File: config.mk
export PLATFORM = sky130hd
export DESIGN_NAME = acm_top
export DESIGN_NICKNAME = d
export VERILOG_FILES = /design/src/design/acm_scale.v /design/src/design/acm_thresh.v /design/src/design/acm_top.v
export VERILOG_INCLUDE_DIRS = /design/src /design/src/design
export SDC_FILE = /design/constraint.sdc
export NUM_CORES = 2
export LEC_CHECK = 0
export ABC_AREA = 1
export BUFFER_PORTS_ARGS = -buffer_cell sky130_fd_sc_hd__buf_2
export CORE_ASPECT_RATIO = 1.2
export CORE_UTILIZATION = 40
export CTS_CLUSTER_SIZE = 25
export DETAILED_ROUTE_END_ITERATION = 16
export SYNTH_ARGS = -nofsm -noshare
export SYNTH_HDL_FRONTEND = slang
export SYNTH_SLANG_ARGS = --single-unit
File: constraint.sdc
create_clock -name CLK -period 90.4 [get_ports CLK]
set_input_delay 9.04 -clock CLK [delete_from_list [all_inputs] [get_ports CLK]]
set_output_delay 9.04 -clock CLK [all_outputs]
set_load 0.05 [all_outputs]
File: src/design/acm_consts.vh
// constants for the analog compare / value monitor block
// assumes a 50 MHz scan-logic clock and an AXI4-Lite register port
// Functional notes
// - physical channels map 0..10 V linearly onto internal 0..1000
// - each comparator operand scaled separately: operand times gain plus offset
// - gain is signed hundredths, magnitude limited to 10.00
// - offset is signed integer, magnitude at most 10000, added after gain
// - difference is scaled first operand minus scaled second operand
// - set>=clear: high above set, low at/below clear, else hold
// - set<clear: high exactly while set <= difference < clear
// - decimal count never affects comparison; plain integer compare
// - comparator output depends only on scaled difference, thresholds and its held output
// - capture rising edge latches operand as reference, starts monitoring
// - monitor scales both captured reference and live operand
// - monitor high while capture high and live outside reference +/- band
// - monitor cleared when live back inside band or capture low
// - monitor decimal count only formats display, never arithmetic
`ifndef ACM_CONSTS_VH
`define ACM_CONSTS_VH

`define ACM_OP_W       16
`define ACM_GAIN_W     12
`define ACM_VAL_W      24
`define ACM_GAIN_ONE   100
`define ACM_GAIN_MAX   1000
`define ACM_OFS_MAX    10000
`define ACM_THR_MAX    20000
`define ACM_PHYS_SPAN  1000
`define ACM_ADC_W      12
`define ACM_ADC_FULL   4095
`define ACM_NCH        8
`define ACM_NMRK       6
`define ACM_CLK_MHZ    50
`define ACM_SCAN_US    100

`define ACM_AW         8
`define ACM_R_GAIN     8'h00
`define ACM_R_OFFSET   8'h04
`define ACM_R_SET_THR  8'h08
`define ACM_R_CLR_THR  8'h0c
`define ACM_R_BAND     8'h10
`define ACM_R_DECIMALS 8'h14
`define ACM_R_SOURCE   8'h18
`define ACM_R_STATUS   8'h1c
`define ACM_R_DIFF     8'h20
`define ACM_R_REF      8'h24
`define ACM_R_LIVE     8'h28
`define ACM_R_MARKER   8'h40

`define ACM_GAIN_RST   16'h0064
`define ACM_DEC_W      2

`define ACM_SRC_X_LSB  0
`define ACM_SRC_Y_LSB  8
`define ACM_SRC_M_LSB  16
`define ACM_SRC_W      23
`define ACM_SEL_PHYS   2'h0
`define ACM_SEL_MARK   2'h1
`define ACM_SEL_BLK    2'h2

`define ACM_ST_CMP     0
`define ACM_ST_MON     1
`define ACM_ST_ACT     2

`define ACM_RESP_OK    2'h0
`define ACM_RESP_ERR   2'h2

`endif

File: src/design/acm_scale.v
// gain and offset scaling of one signed operand
// purely combinational; caller registers the result once per scan
`timescale 1ns/100ps
`include "acm_consts.vh"

module acm_scale #(
  parameter OP_W   = `ACM_OP_W,
  parameter GAIN_W = `ACM_GAIN_W,
  parameter VAL_W  = `ACM_VAL_W
) (
  input  wire signed [OP_W-1:0]   operand,
  input  wire signed [GAIN_W-1:0] gain,
  input  wire signed [OP_W-1:0]   offset,
  output wire signed [VAL_W-1:0]  scaled
);

  localparam PW = OP_W + GAIN_W;
  localparam signed [PW-1:0] ONE = `ACM_GAIN_ONE;

  // full-width product so 32767 * 10.00 cannot wrap
  wire signed [PW-1:0] prod = operand * gain;
  wire signed [PW-1:0] quot = prod / ONE;
  wire signed [VAL_W-1:0] ofs_x = {{(VAL_W-OP_W){offset[OP_W-1]}}, offset};

  assign scaled = quot[VAL_W-1:0] + ofs_x;

endmodule

File: src/design/acm_thresh.v
// next output of the threshold comparator
// combinational; the caller holds the current output in a register
`timescale 1ns/100ps
`include "acm_consts.vh"

module acm_thresh #(
  parameter DW  = `ACM_VAL_W + 1,
  parameter TW  = `ACM_OP_W
) (
  input  wire signed [DW-1:0] diff,
  input  wire signed [TW-1:0] set_thr,
  input  wire signed [TW-1:0] clr_thr,
  input  wire                 q_cur,
  output reg                  q_next
);

  wire signed [DW-1:0] set_x = {{(DW-TW){set_thr[TW-1]}}, set_thr};
  wire signed [DW-1:0] clr_x = {{(DW-TW){clr_thr[TW-1]}}, clr_thr};

  // plain integer compare, no decimal point involved
  always @* begin
    q_next = q_cur;
    if (set_x >= clr_x) begin
      if (diff > set_x)
        q_next = 1'b1;
      else if (diff <= clr_x)
        q_next = 1'b0;
    end else begin
      q_next = (diff >= set_x) && (diff < clr_x);
    end
  end

endmodule

File: src/design/acm_top.v
// analog differential comparator and value monitor with AXI4-Lite registers
// analog channel codes arrive asynchronously; block inputs and capture are
// driven by logic on CLK
//
// The implementer's own choices: the register offsets and register access over AXI4-Lite.
`timescale 1ns/100ps
`include "acm_consts.vh"

module acm_top #(
  parameter SCAN_CYC = `ACM_SCAN_US * `ACM_CLK_MHZ,
  parameter ADC_FULL = `ACM_ADC_FULL
) (
  input  wire                                CLK,
  input  wire                                RST_N,
  input  wire [`ACM_AW-1:0]                  S_AXI_AWADDR,
  input  wire                                S_AXI_AWVALID,
  output wire                                S_AXI_AWREADY,
  input  wire [31:0]                         S_AXI_WDATA,
  input  wire [3:0]                          S_AXI_WSTRB,
  input  wire                                S_AXI_WVALID,
  output wire                                S_AXI_WREADY,
  output wire [1:0]                          S_AXI_BRESP,
  output wire                                S_AXI_BVALID,
  input  wire                                S_AXI_BREADY,
  input  wire [`ACM_AW-1:0]                  S_AXI_ARADDR,
  input  wire                                S_AXI_ARVALID,
  output wire                                S_AXI_ARREADY,
  output wire [31:0]                         S_AXI_RDATA,
  output wire [1:0]                          S_AXI_RRESP,
  output wire                                S_AXI_RVALID,
  input  wire                                S_AXI_RREADY,
  input  wire [`ACM_NCH*`ACM_ADC_W-1:0]      PHYS_CH,
  input  wire [`ACM_OP_W-1:0]                BLK_X,
  input  wire [`ACM_OP_W-1:0]                BLK_Y,
  input  wire [`ACM_OP_W-1:0]                BLK_M,
  input  wire                                MON_EN,
  output wire                                CMP_Q,
  output wire                                MON_Q
);

  localparam OW   = `ACM_OP_W;
  localparam VW   = `ACM_VAL_W;
  localparam DW   = `ACM_VAL_W + 1;
  localparam AW   = `ACM_AW;
  localparam CW   = `ACM_ADC_W;
  localparam CNTW = $clog2(SCAN_CYC + 1);
  localparam [31:0]     SCAN_LAST_W = SCAN_CYC - 1;
  localparam [CNTW-1:0] SCAN_LAST   = SCAN_LAST_W[CNTW-1:0];

  // ---------------- helpers ----------------
  function [31:0] merge;
    input [31:0] old;
    input [31:0] nw;
    input [3:0]  strb;
    integer i;
    begin
      merge = old;
      for (i = 0; i < 4; i = i + 1)
        if (strb[i])
          merge[i*8 +: 8] = nw[i*8 +: 8];
    end
  endfunction

  // clamp a written word into [lo, hi]
  function [15:0] sat;
    input [31:0] v;
    input [31:0] lo;
    input [31:0] hi;
    begin
      if ($signed(v) > $signed(hi))
        sat = hi[15:0];
      else if ($signed(v) < $signed(lo))
        sat = lo[15:0];
      else
        sat = v[15:0];
    end
  endfunction

  // channel code to internal 0..1000 span
  function [OW-1:0] phys_scale;
    input [CW-1:0] code;
    reg   [31:0]   t;
    begin
      t = ({20'h0_0000, code} * `ACM_PHYS_SPAN) / ADC_FULL;
      phys_scale = t[OW-1:0];
    end
  endfunction

  // ---------------- registers ----------------
  reg [15:0]              gain_reg;
  reg [15:0]              offset_reg;
  reg [15:0]              set_thr_reg;
  reg [15:0]              clr_thr_reg;
  reg [15:0]              band_reg;
  reg [`ACM_DEC_W-1:0]    decimals_reg;
  reg [`ACM_SRC_W-1:0]    source_reg;
  reg [`ACM_NMRK*OW-1:0]  marker_reg;

  reg [`ACM_NCH*CW-1:0]   ch_meta_reg;
  reg [`ACM_NCH*CW-1:0]   ch_sync_reg;

  reg [CNTW-1:0]          scan_cnt_reg;
  reg signed [DW-1:0]     diff_reg;
  reg signed [VW-1:0]     ref_reg;
  reg signed [VW-1:0]     live_reg;
  reg                     cmp_q_reg;
  reg                     mon_q_reg;
  reg                     mon_act_reg;
  reg                     en_prev_reg;

  // operand source: physical channel, marker storage or block input
  function [OW-1:0] pick;
    input [1:0]    sel;
    input [2:0]    idx;
    input [OW-1:0] blk;
    begin
      case (sel)
        `ACM_SEL_PHYS: pick = phys_scale(ch_sync_reg[idx*CW +: CW]);
        `ACM_SEL_MARK: pick = (idx < `ACM_NMRK) ? marker_reg[idx*OW +: OW]
                                                : {OW{1'b0}};
        default:       pick = blk;
      endcase
    end
  endfunction

  function addr_ok;
    input [AW-1:0] a;
    begin
      addr_ok = (a[1:0] == 2'h0) &&
                ((a <= `ACM_R_LIVE) ||
                 ((a >= `ACM_R_MARKER) &&
                  (a < `ACM_R_MARKER + 4 * `ACM_NMRK)));
    end
  endfunction

  function [2:0] mrk_idx;
    input [AW-1:0] a;
    reg   [AW-1:0] d;
    begin
      d = a - `ACM_R_MARKER;
      mrk_idx = d[4:2];
    end
  endfunction

  function [31:0] sx16;
    input [15:0] v;
    begin
      sx16 = {{16{v[15]}}, v};
    end
  endfunction

  function [31:0] reg_read;
    input [AW-1:0] a;
    begin
      reg_read = 32'h0000_0000;
      if (a >= `ACM_R_MARKER)
        reg_read = sx16(marker_reg[mrk_idx(a)*OW +: OW]);
      else
        case (a)
          `ACM_R_GAIN:     reg_read = sx16(gain_reg);
          `ACM_R_OFFSET:   reg_read = sx16(offset_reg);
          `ACM_R_SET_THR:  reg_read = sx16(set_thr_reg);
          `ACM_R_CLR_THR:  reg_read = sx16(clr_thr_reg);
          `ACM_R_BAND:     reg_read = sx16(band_reg);
          `ACM_R_DECIMALS: reg_read[`ACM_DEC_W-1:0] = decimals_reg;
          `ACM_R_SOURCE:   reg_read[`ACM_SRC_W-1:0] = source_reg;
          `ACM_R_STATUS: begin
            reg_read[`ACM_ST_CMP] = cmp_q_reg;
            reg_read[`ACM_ST_MON] = mon_q_reg;
            reg_read[`ACM_ST_ACT] = mon_act_reg;
          end
          `ACM_R_DIFF:     reg_read = {{(32-DW){diff_reg[DW-1]}}, diff_reg};
          `ACM_R_REF:      reg_read = {{(32-VW){ref_reg[VW-1]}}, ref_reg};
          `ACM_R_LIVE:     reg_read = {{(32-VW){live_reg[VW-1]}}, live_reg};
          default:         reg_read = 32'h0000_0000;
        endcase
    end
  endfunction

  // ---------------- AXI4-Lite slave ----------------
  reg [AW-1:0] aw_addr_reg;
  reg          aw_full_reg;
  reg [31:0]   w_data_reg;
  reg [3:0]    w_strb_reg;
  reg          w_full_reg;
  reg          bvalid_reg;
  reg [1:0]    bresp_reg;
  reg          rvalid_reg;
  reg [1:0]    rresp_reg;
  reg [31:0]   rdata_reg;

  assign S_AXI_AWREADY = !aw_full_reg;
  assign S_AXI_WREADY  = !w_full_reg;
  assign S_AXI_BVALID  = bvalid_reg;
  assign S_AXI_BRESP   = bresp_reg;
  assign S_AXI_ARREADY = !rvalid_reg;
  assign S_AXI_RVALID  = rvalid_reg;
  assign S_AXI_RRESP   = rresp_reg;
  assign S_AXI_RDATA   = rdata_reg;

  // address and data may arrive in either order; write once both are held
  wire        do_wr   = aw_full_reg && w_full_reg && !bvalid_reg;
  wire        wr_ok   = addr_ok(aw_addr_reg);
  wire [31:0] wr_word = merge(reg_read(aw_addr_reg), w_data_reg, w_strb_reg);

  localparam [31:0] GMAX = `ACM_GAIN_MAX;
  localparam [31:0] OMAX = `ACM_OFS_MAX;
  localparam [31:0] TMAX = `ACM_THR_MAX;

  always @(posedge CLK) begin
    if (!RST_N) begin
      aw_full_reg <= 1'b0;
      aw_addr_reg <= {AW{1'b0}};
      w_full_reg  <= 1'b0;
      w_data_reg  <= 32'h0000_0000;
      w_strb_reg  <= 4'h0;
      bvalid_reg  <= 1'b0;
      bresp_reg   <= `ACM_RESP_OK;
    end else begin
      if (S_AXI_AWVALID && !aw_full_reg) begin
        aw_full_reg <= 1'b1;
        aw_addr_reg <= S_AXI_AWADDR;
      end
      if (S_AXI_WVALID && !w_full_reg) begin
        w_full_reg <= 1'b1;
        w_data_reg <= S_AXI_WDATA;
        w_strb_reg <= S_AXI_WSTRB;
      end
      if (do_wr) begin
        aw_full_reg <= 1'b0;
        w_full_reg  <= 1'b0;
        bvalid_reg  <= 1'b1;
        bresp_reg   <= wr_ok ? `ACM_RESP_OK : `ACM_RESP_ERR;
      end else if (bvalid_reg && S_AXI_BREADY) begin
        bvalid_reg <= 1'b0;
      end
    end
  end

  // settings; gain, offset, threshold and band writes saturate to the legal limits
  always @(posedge CLK) begin
    if (!RST_N) begin
      gain_reg     <= `ACM_GAIN_RST;
      offset_reg   <= 16'h0000;
      set_thr_reg  <= 16'h0000;
      clr_thr_reg  <= 16'h0000;
      band_reg     <= 16'h0000;
      decimals_reg <= {`ACM_DEC_W{1'b0}};
      source_reg   <= {`ACM_SRC_W{1'b0}};
      marker_reg   <= {(`ACM_NMRK*OW){1'b0}};
    end else if (do_wr && wr_ok) begin
      if (aw_addr_reg >= `ACM_R_MARKER)
        marker_reg[mrk_idx(aw_addr_reg)*OW +: OW] <= wr_word[OW-1:0];
      else
        case (aw_addr_reg)
          `ACM_R_GAIN:     gain_reg    <= sat(wr_word, -GMAX, GMAX);
          `ACM_R_OFFSET:   offset_reg  <= sat(wr_word, -OMAX, OMAX);
          `ACM_R_SET_THR:  set_thr_reg <= sat(wr_word, -TMAX, TMAX);
          `ACM_R_CLR_THR:  clr_thr_reg <= sat(wr_word, -TMAX, TMAX);
          `ACM_R_BAND:     band_reg    <= sat(wr_word, 32'h0, TMAX);
          // only kept for display formatting elsewhere
          `ACM_R_DECIMALS: decimals_reg <= wr_word[`ACM_DEC_W-1:0];
          `ACM_R_SOURCE:   source_reg   <= wr_word[`ACM_SRC_W-1:0];
          default: ;
        endcase
    end
  end

  always @(posedge CLK) begin
    if (!RST_N) begin
      rvalid_reg <= 1'b0;
      rresp_reg  <= `ACM_RESP_OK;
      rdata_reg  <= 32'h0000_0000;
    end else if (S_AXI_ARVALID && !rvalid_reg) begin
      rvalid_reg <= 1'b1;
      rresp_reg  <= addr_ok(S_AXI_ARADDR) ? `ACM_RESP_OK : `ACM_RESP_ERR;
      rdata_reg  <= addr_ok(S_AXI_ARADDR) ? reg_read(S_AXI_ARADDR) : 32'h0000_0000;
    end else if (rvalid_reg && S_AXI_RREADY) begin
      rvalid_reg <= 1'b0;
    end
  end

  // ---------------- channel synchroniser ----------------
  // codes are assumed slow-moving; a word may tear for one scan at most
  always @(posedge CLK) begin
    if (!RST_N) begin
      ch_meta_reg <= {(`ACM_NCH*CW){1'b0}};
      ch_sync_reg <= {(`ACM_NCH*CW){1'b0}};
    end else begin
      ch_meta_reg <= PHYS_CH;
      ch_sync_reg <= ch_meta_reg;
    end
  end

  // ---------------- operand selection and scaling ----------------
  wire [`ACM_SRC_W-1:0] src_x = source_reg >> `ACM_SRC_X_LSB;
  wire [`ACM_SRC_W-1:0] src_y = source_reg >> `ACM_SRC_Y_LSB;
  wire [`ACM_SRC_W-1:0] src_m = source_reg >> `ACM_SRC_M_LSB;

  wire [OW-1:0] first_analog_operand  = pick(src_x[1:0], src_x[6:4], BLK_X);
  wire [OW-1:0] second_analog_operand = pick(src_y[1:0], src_y[6:4], BLK_Y);
  wire [OW-1:0] mon_operand           = pick(src_m[1:0], src_m[6:4], BLK_M);

  wire signed [VW-1:0] x_scaled;
  wire signed [VW-1:0] y_scaled;
  wire signed [VW-1:0] m_scaled;

  acm_scale u_scale_x (
    .operand (first_analog_operand),
    .gain    (gain_reg[`ACM_GAIN_W-1:0]),
    .offset  (offset_reg),
    .scaled  (x_scaled)
  );

  acm_scale u_scale_y (
    .operand (second_analog_operand),
    .gain    (gain_reg[`ACM_GAIN_W-1:0]),
    .offset  (offset_reg),
    .scaled  (y_scaled)
  );

  // same shared gain and offset for the monitor
  acm_scale u_scale_m (
    .operand (mon_operand),
    .gain    (gain_reg[`ACM_GAIN_W-1:0]),
    .offset  (offset_reg),
    .scaled  (m_scaled)
  );

  // ---------------- comparator ----------------
  wire signed [DW-1:0] x_w  = {x_scaled[VW-1], x_scaled};
  wire signed [DW-1:0] y_w  = {y_scaled[VW-1], y_scaled};
  wire signed [DW-1:0] diff = x_w - y_w;
  wire                 cmp_next;

  acm_thresh u_thresh (
    .diff    (diff),
    .set_thr (set_thr_reg),
    .clr_thr (clr_thr_reg),
    .q_cur   (cmp_q_reg),
    .q_next  (cmp_next)
  );

  // ---------------- monitor band test ----------------
  wire signed [DW-1:0] ref_w  = {ref_reg[VW-1], ref_reg};
  wire signed [DW-1:0] live_w = {m_scaled[VW-1], m_scaled};
  wire signed [DW-1:0] band_w = {{(DW-16){1'b0}}, band_reg};
  wire                 outside = (live_w > ref_w + band_w) ||
                                 (live_w < ref_w - band_w);
  wire                 en_rise = MON_EN && !en_prev_reg;

  // ---------------- scan timing ----------------
  wire scan_tick = (scan_cnt_reg == SCAN_LAST);

  always @(posedge CLK) begin
    if (!RST_N)
      scan_cnt_reg <= {CNTW{1'b0}};
    else if (scan_tick)
      scan_cnt_reg <= {CNTW{1'b0}};
    else
      scan_cnt_reg <= scan_cnt_reg + 1'b1;
  end

  // both functions evaluate together, once per scan
  always @(posedge CLK) begin
    if (!RST_N) begin
      diff_reg    <= {DW{1'b0}};
      ref_reg     <= {VW{1'b0}};
      live_reg    <= {VW{1'b0}};
      cmp_q_reg   <= 1'b0;
      mon_q_reg   <= 1'b0;
      mon_act_reg <= 1'b0;
      en_prev_reg <= 1'b0;
    end else if (scan_tick) begin
      diff_reg    <= diff;
      live_reg    <= m_scaled;
      cmp_q_reg   <= cmp_next;
      en_prev_reg <= MON_EN;
      if (!MON_EN) begin
        mon_q_reg   <= 1'b0;
        mon_act_reg <= 1'b0;
      end else if (en_rise) begin
        // fresh reference equals the live value, so never outside yet
        ref_reg     <= m_scaled;
        mon_act_reg <= 1'b1;
        mon_q_reg   <= 1'b0;
      end else begin
        mon_q_reg <= mon_act_reg && outside;
      end
    end
  end

  assign CMP_Q = cmp_q_reg;
  assign MON_Q = mon_q_reg;

endmodule

# Yosys cells after proc, flatten, opt, wreduce, memory -nomap -nowiden
# Index checks and enable logic that the tools add are counted.
# Widths: inputs -> output; s select.
[op_classes] order_cmp=23 n_reduce_logical=45 multipliers=9 n_bitwise=2 div_mod_pow=6 eq_ne=26 shift=10 addsub=10 mux=43
[ops] cell="$shiftx 96x8->16" count=5
[ops] cell="$pmux 20 s9" count=2
[ops] cell="$shiftx 96x8->12" count=3
[ops] cell="$mux 16" count=11
[ops] cell="$pmux 9 s8" count=2
[ops] cell="$bwmux 96" count=1
[ops] cell="$div 22x12->32 const B" count=3
[ops] cell="$mux 32" count=3
[ops] cell="$pmux 16 s2" count=3
[ops] cell="$shift 16x34->96 const A" count=1
[ops] cell="$shiftx 16x34->96" count=1
[ops] cell="$div 28x8->28 const B" count=3
[ops] cell="$mul 16x12->28" count=3
[ops] cell="$add 24x24->24" count=3
[ops] cell="$eq 8x5->1 const B" count=8
[ops] cell="$mul 12x7->19 const B" count=3
[ops] cell="$eq 8x6->1 const B" count=6
[ops] cell="$pmux 2 s11" count=2
[ops] cell="$neg 7->34" count=1
[ops] cell="$eq 8x4->1 const B" count=4
[ops] cell="$gt 32x11->1 const B" count=1
[ops] cell="$gt 32x15->1 const B" count=1
[ops] cell="$gt 32x16->1 const B" count=1
[ops] cell="$lt 32x1->1 const B" count=1
[ops] cell="other kinds (39)" count=102
[totals] output_inout_bits=43 reg_bits=567

# Logic depth before layout (Yosys ltp)
[depth] word_depth=13 depth_mapped=301 depth_no_buf=293

# Modules after synthesis
# From an unflattened synthesis, not the netlist that was laid out.
[hier_totals] hier_cells=14846 area_unflattened_um2=93987.6
[by_module_without_submodules] module="acm_top" seq_area_each_um2=11170.7 area_each_um2=50161.9 cells_each=8002 instances=1
[by_module_without_submodules] module="acm_scale at u_scale_x ..." seq_area_each_um2=0.0 area_each_um2=13897.1 cells_each=2168 instances=2
[by_module_without_submodules] module="acm_scale at u_scale_m" seq_area_each_um2=0.0 area_each_um2=14126.0 cells_each=2199 instances=1
[by_module_without_submodules] module="acm_thresh" seq_area_each_um2=0.0 area_each_um2=1905.6 cells_each=309 instances=1

# Least setup slack after synthesis
# OpenSTA, ideal clock, no wires.
[synth_timing] path_kind="register to register" from="register source_reg[5]" to="register cmp_q_reg, in the netlist CMP_Q" period_less_slack_ps=33062 path_stages_with_launch=252 setup_time_ps=86 n_path_buf=11 t_required_ps=90314 path_slack_ps=57338 arrival_time_ps=32977 path_cell_list="dfxtp_1 -> buf_4 -> clkbuf_8 -> clkbuf_1 -> clkbuf_1 -> clkbuf_1 -> o21ai_0 -> o21ai_0 -> a21oi_1 -> a31oi_1 -> fa_1 -> fa_1 -> inv_1 -> fa_1 -> fa_1 -> inv_1 -> ha_1 -> nand2_1 -> (+216 left out) -> nand3b_1 -> nand2_1 -> inv_1 -> ha_1 -> inv_1 -> nor3_1 -> a22oi_1 -> inv_1 -> ha_1 -> nand4_1 -> nor3_1 -> nand2_1 -> o21ai_0 -> xnor2_1 -> nand2_1 -> nand4_1 -> nand3_1 -> a211oi_1"
[synth_via] elab_chain_len=12 elab_cells_between_ends=21
[synth_rtl] item="start, declared" line="acm_top.v:96" source="reg [`ACM_SRC_W-1:0] source_reg;"
[synth_rtl] item="start signal, assigned" line="acm_top.v:249" source="source_reg <= {`ACM_SRC_W{1'b0}};"
[synth_rtl] item="start signal, assigned" line="acm_top.v:263" source="`ACM_R_SOURCE: source_reg <= wr_word[`ACM_SRC_W-1:0];"
[synth_rtl] item="$mul 3x2->5" line="acm_top.v:118" source="`ACM_SEL_PHYS: pick = phys_scale(ch_sync_reg[idx*CW +: CW]);"
[synth_rtl] item="$shiftx 96x8->12" line="acm_top.v:118"
[synth_rtl] item="$mul 12x7->19 (no source line)"
[synth_rtl] item="$div 22x12->32" line="acm_top.v:84" source="t = ({20'h0_0000, code} * `ACM_PHYS_SPAN) / ADC_FULL;"
[synth_rtl] item="$pmux 16 s2 *" line="acm_top.v:117" source="case (sel)"
[synth_rtl] item="$mul 16x12->28 *" line="acm_scale.v:21" source="wire signed [PW-1:0] prod = operand * gain;"
[synth_rtl] item="$div 28x8->28 *" line="acm_scale.v:22" source="wire signed [PW-1:0] quot = prod / ONE;"
[synth_rtl] item="$add 24x24->24 *" line="acm_scale.v:25" source="assign scaled = quot[VAL_W-1:0] + ofs_x;"
[synth_rtl] item="$sub 24x24->25 *" line="acm_top.v:333" source="wire signed [DW-1:0] diff = x_w - y_w;"
[synth_rtl] item="via diff[24]" line="acm_top.v:333"
[synth_rtl] item="$le 25x16->1, or another cell as far along" line="acm_thresh.v:26" source="else if (diff <= clr_x)"
[synth_rtl] item="$ne 3x3->1 (no source line), or another cell as far along"
[synth_rtl] item="$reduce_and 2->1 (no source line) / $mux 1 (equally long branches)"
[synth_rtl] item="end signal, assigned" line="acm_top.v:377" source="cmp_q_reg <= cmp_next;"
[synth_rtl] item="end, declared" line="acm_top.v:106" source="reg cmp_q_reg;"
# Mark *: on every way through the listed nets, which the timed path passes. The rest lies on a longest branch.
# A chain may end at the register's enable or synchronous reset.

# Worst setup path in the final report
[layout_timing] from="register source_reg[13]" to="register cmp_q_reg, in the netlist CMP_Q"
# The elaborated chain is that of the path after synthesis.

==> metrics.txt <==
Initial Util=around two fifths; CP Launch Type=register; post-CTS resize count=0; largest net degree at the start of global routing=approximately 120; Post-Route WL=339,000 um; fillers=23,994; Main synth FF type=dfxtp_1; Slew @ Worst Pin=approximately 1.5 ns; clock buffer count from CTS=52; most common cell after layout, fill and taps aside=nand2_1; reg2reg path depth=between 200 and 300; DR vias/cell=roughly 5.4; failing checks=max-capacitance violations; final hold violations=0; Seq. cell area=approximately 11,000 um2; area leader, netlist=fa_1; Synth area leaders=fa_1 (14%), dfxtp_1 (12%), nand2_1 (11%), inv_1 (9.4%), ha_1 (8.0%); syn avg cell area=~6.7 um2; clk root buf=clkbuf_16; number of synthesized flops with an enable pin=0; Post-Route Setup TNS=0 ns; die height=524 um; gr usage total=between 20 and 30%; Synthesis Warnings=0; most used cell, CP=nand2_1; post-synth top area share=around 14%; Worst path max stage delay=roughly 0.95 ns; clock sink count=between 500 and 600; Max-Cap Viols=1; Post-CTS Setup Bufs=0; synth unique cells=98; Clock Latency Late Sink=0.68 ns; RSZ-0062 raised after global routing=no; P&R area growth vs syn=6.39%; Critical R2R Capture=CMP_Q; CP Max Fanout=between 40 and 50; hold-fix buffers at CTS=0; hold crit path type=register to register; Slew HR=less than 1%; number of global-route vias before repair=roughly 86,000; # IOs=247; HPWL Detailed=about 270,000 um; Residual DRC=0; synthesized flop and latch total=about 560; vias=approximately 89,000; share of layout cells above drive strength 1=13.1%; DRT iter0 DRCs=7,353; Critical Path End=CMP_Q; total grt overflow=0; TritonCTS clock tree=done; r2r setup slk=~49 ns; die area=between 200,000 and 250,000 um2; R2R Path Start=source_reg[13]; area of the multi-input gates=68,000 um2; PortBufs=roughly 240; register area share after synthesis=between 10% and 20%; wire length of the first global-routing pass=516,000 um; Slew Limit Fails=0; H-tree Lvls=2; CP startpoint=source_reg[13]; WL per Instance=20.4 um; Critical Path End Type=register; DIE WIDTH=around 440 um; crit path kind=register to register; Post-synth ARST share=0%; Max Root-Sink Buffers=3; global placer's final weighted congestion=approximately 1.0; # nets final=15,022; hold_sp=ch_meta_reg[28]; Post-Syn Instances=roughly 14,000; Layout Skew=~0.036 ns; Post-Syn Area=just over 90,000 um2; post-route antenna net violation count=0; fin crit period=about 41 ns; WP data arrival=41.95 ns; Core Area=roughly 230,000 um2; first-pass detailed-route iteration total=7; initial antenna violation count=40; Clk pin slew, worst setup/hold paths=roughly 0.08 ns; fmax=between 0.02 and 0.025 GHz; row cnt=approximately 190; commonest cells after routing, fill and taps aside=nand2_1 (2,758), inv_1 (2,272), nor2_1 (1,000); Setup violations, final=0; Req. time, crit path=slightly above 90 ns; status=finished with violations; Slowest-stage cell, CP=o21ai_0; period utilization=roughly 46%
[metrics by stage]
| stage | std cells | util [%] | hold WS, ns | instance area [um2] | setup slack (ns) |
|---|---|---|---|---|---|
| global placement | 16523 | 42.0 | 0.393 | 94600 | 49.30 |
| detailed placement | 16523 | 42.0 | 0.398 | 94600 | 49.35 |
| CTS | 16618 | 42.8 | 0.403 | 96400 | 49.15 |
| global route | 16624 | 42.8 | 0.425 | 96500 | 44.33 |
| finish | 16627 | 42.8 | 0.403 | 96500 | 49.02 |
| floorplan | 13569 | - | 0.390 | 90700 | 57.34 |
[worst max-delay path, delay by kind of cell, from the launching register on]
| kind | cells | cell delay [ns] |
|---|---|---|
| adder cells (fa/ha/maj) | 17 | 6.94 |
| AO/OA/AOI/OAI | 35 | 6.98 |
| XOR/XNOR | 4 | 1.10 |
| flip-flops | 1 | 0.71 |
| AND/OR/NAND/NOR | 170 | 21.63 |
| buffers and inverters | 27 | 3.70 |
[Yosys cell counts, drive strengths merged, types with 100 or more instances]
cell type,n
nand2,3438
o21ai,989
a21oi,932
xnor2,108
fa,654
nor3,111
nand3,874
nor2,1186
nand4,271
dfxtp,558
clkbuf,332
ha,578
xor2,356
o22ai,159
buf,100
inv,2374
[per-layer routing]
metal  vias up  routed length, um  track usage, %
met3       787              23200            3.74
met1     42013             139000            36.3
li1      43482                  -               -
met5         -                 91               0
met2      3131             156000            48.9
met4        14              21100            15.5
[final cells by class]
| class | count | area share (%) |
|---|---|---|
| diodes | 9 | 0.0233 |
| clock buffers | 64 | 1.49 |
| clock inverters | 31 | 0.432 |
| inverters | 2427 | 9.57 |
| multi-input cells | 10152 | 70.5 |
| flip-flops and latches | 558 | 11.6 |
| well taps | 2991 | 3.88 |
| repair buffers | 395 | 2.45 |
[how the worst min path moves through the flow]
stage                           end  slack [ns]  depth (start not counted)
detailed placement  ch_sync_reg[27]        0.40                          2
finish              ch_sync_reg[28]        0.40                          2
CTS                 ch_sync_reg[28]        0.40                          2
floorplan            ch_sync_reg[0]        0.39                          2
global placement    ch_sync_reg[46]        0.39                          2
global route        ch_sync_reg[89]        0.43                          2
[cells by family after synthesis]
family,after synthesis,synth area share (%)
and+or+nand+nor,6016,32.8
buffers and inverters,2859,12.7
AOI/OAI and AO/OA,2438,15.2
adders and majority gates,1232,22.4
DFF,558,12.3
xor gates and xnor gates,464,4.54
other,1,0.00414
Power is left out: the tool's default activity adds up to more than one toggle a clock period on the data nets, which glitch-free logic cannot reach.
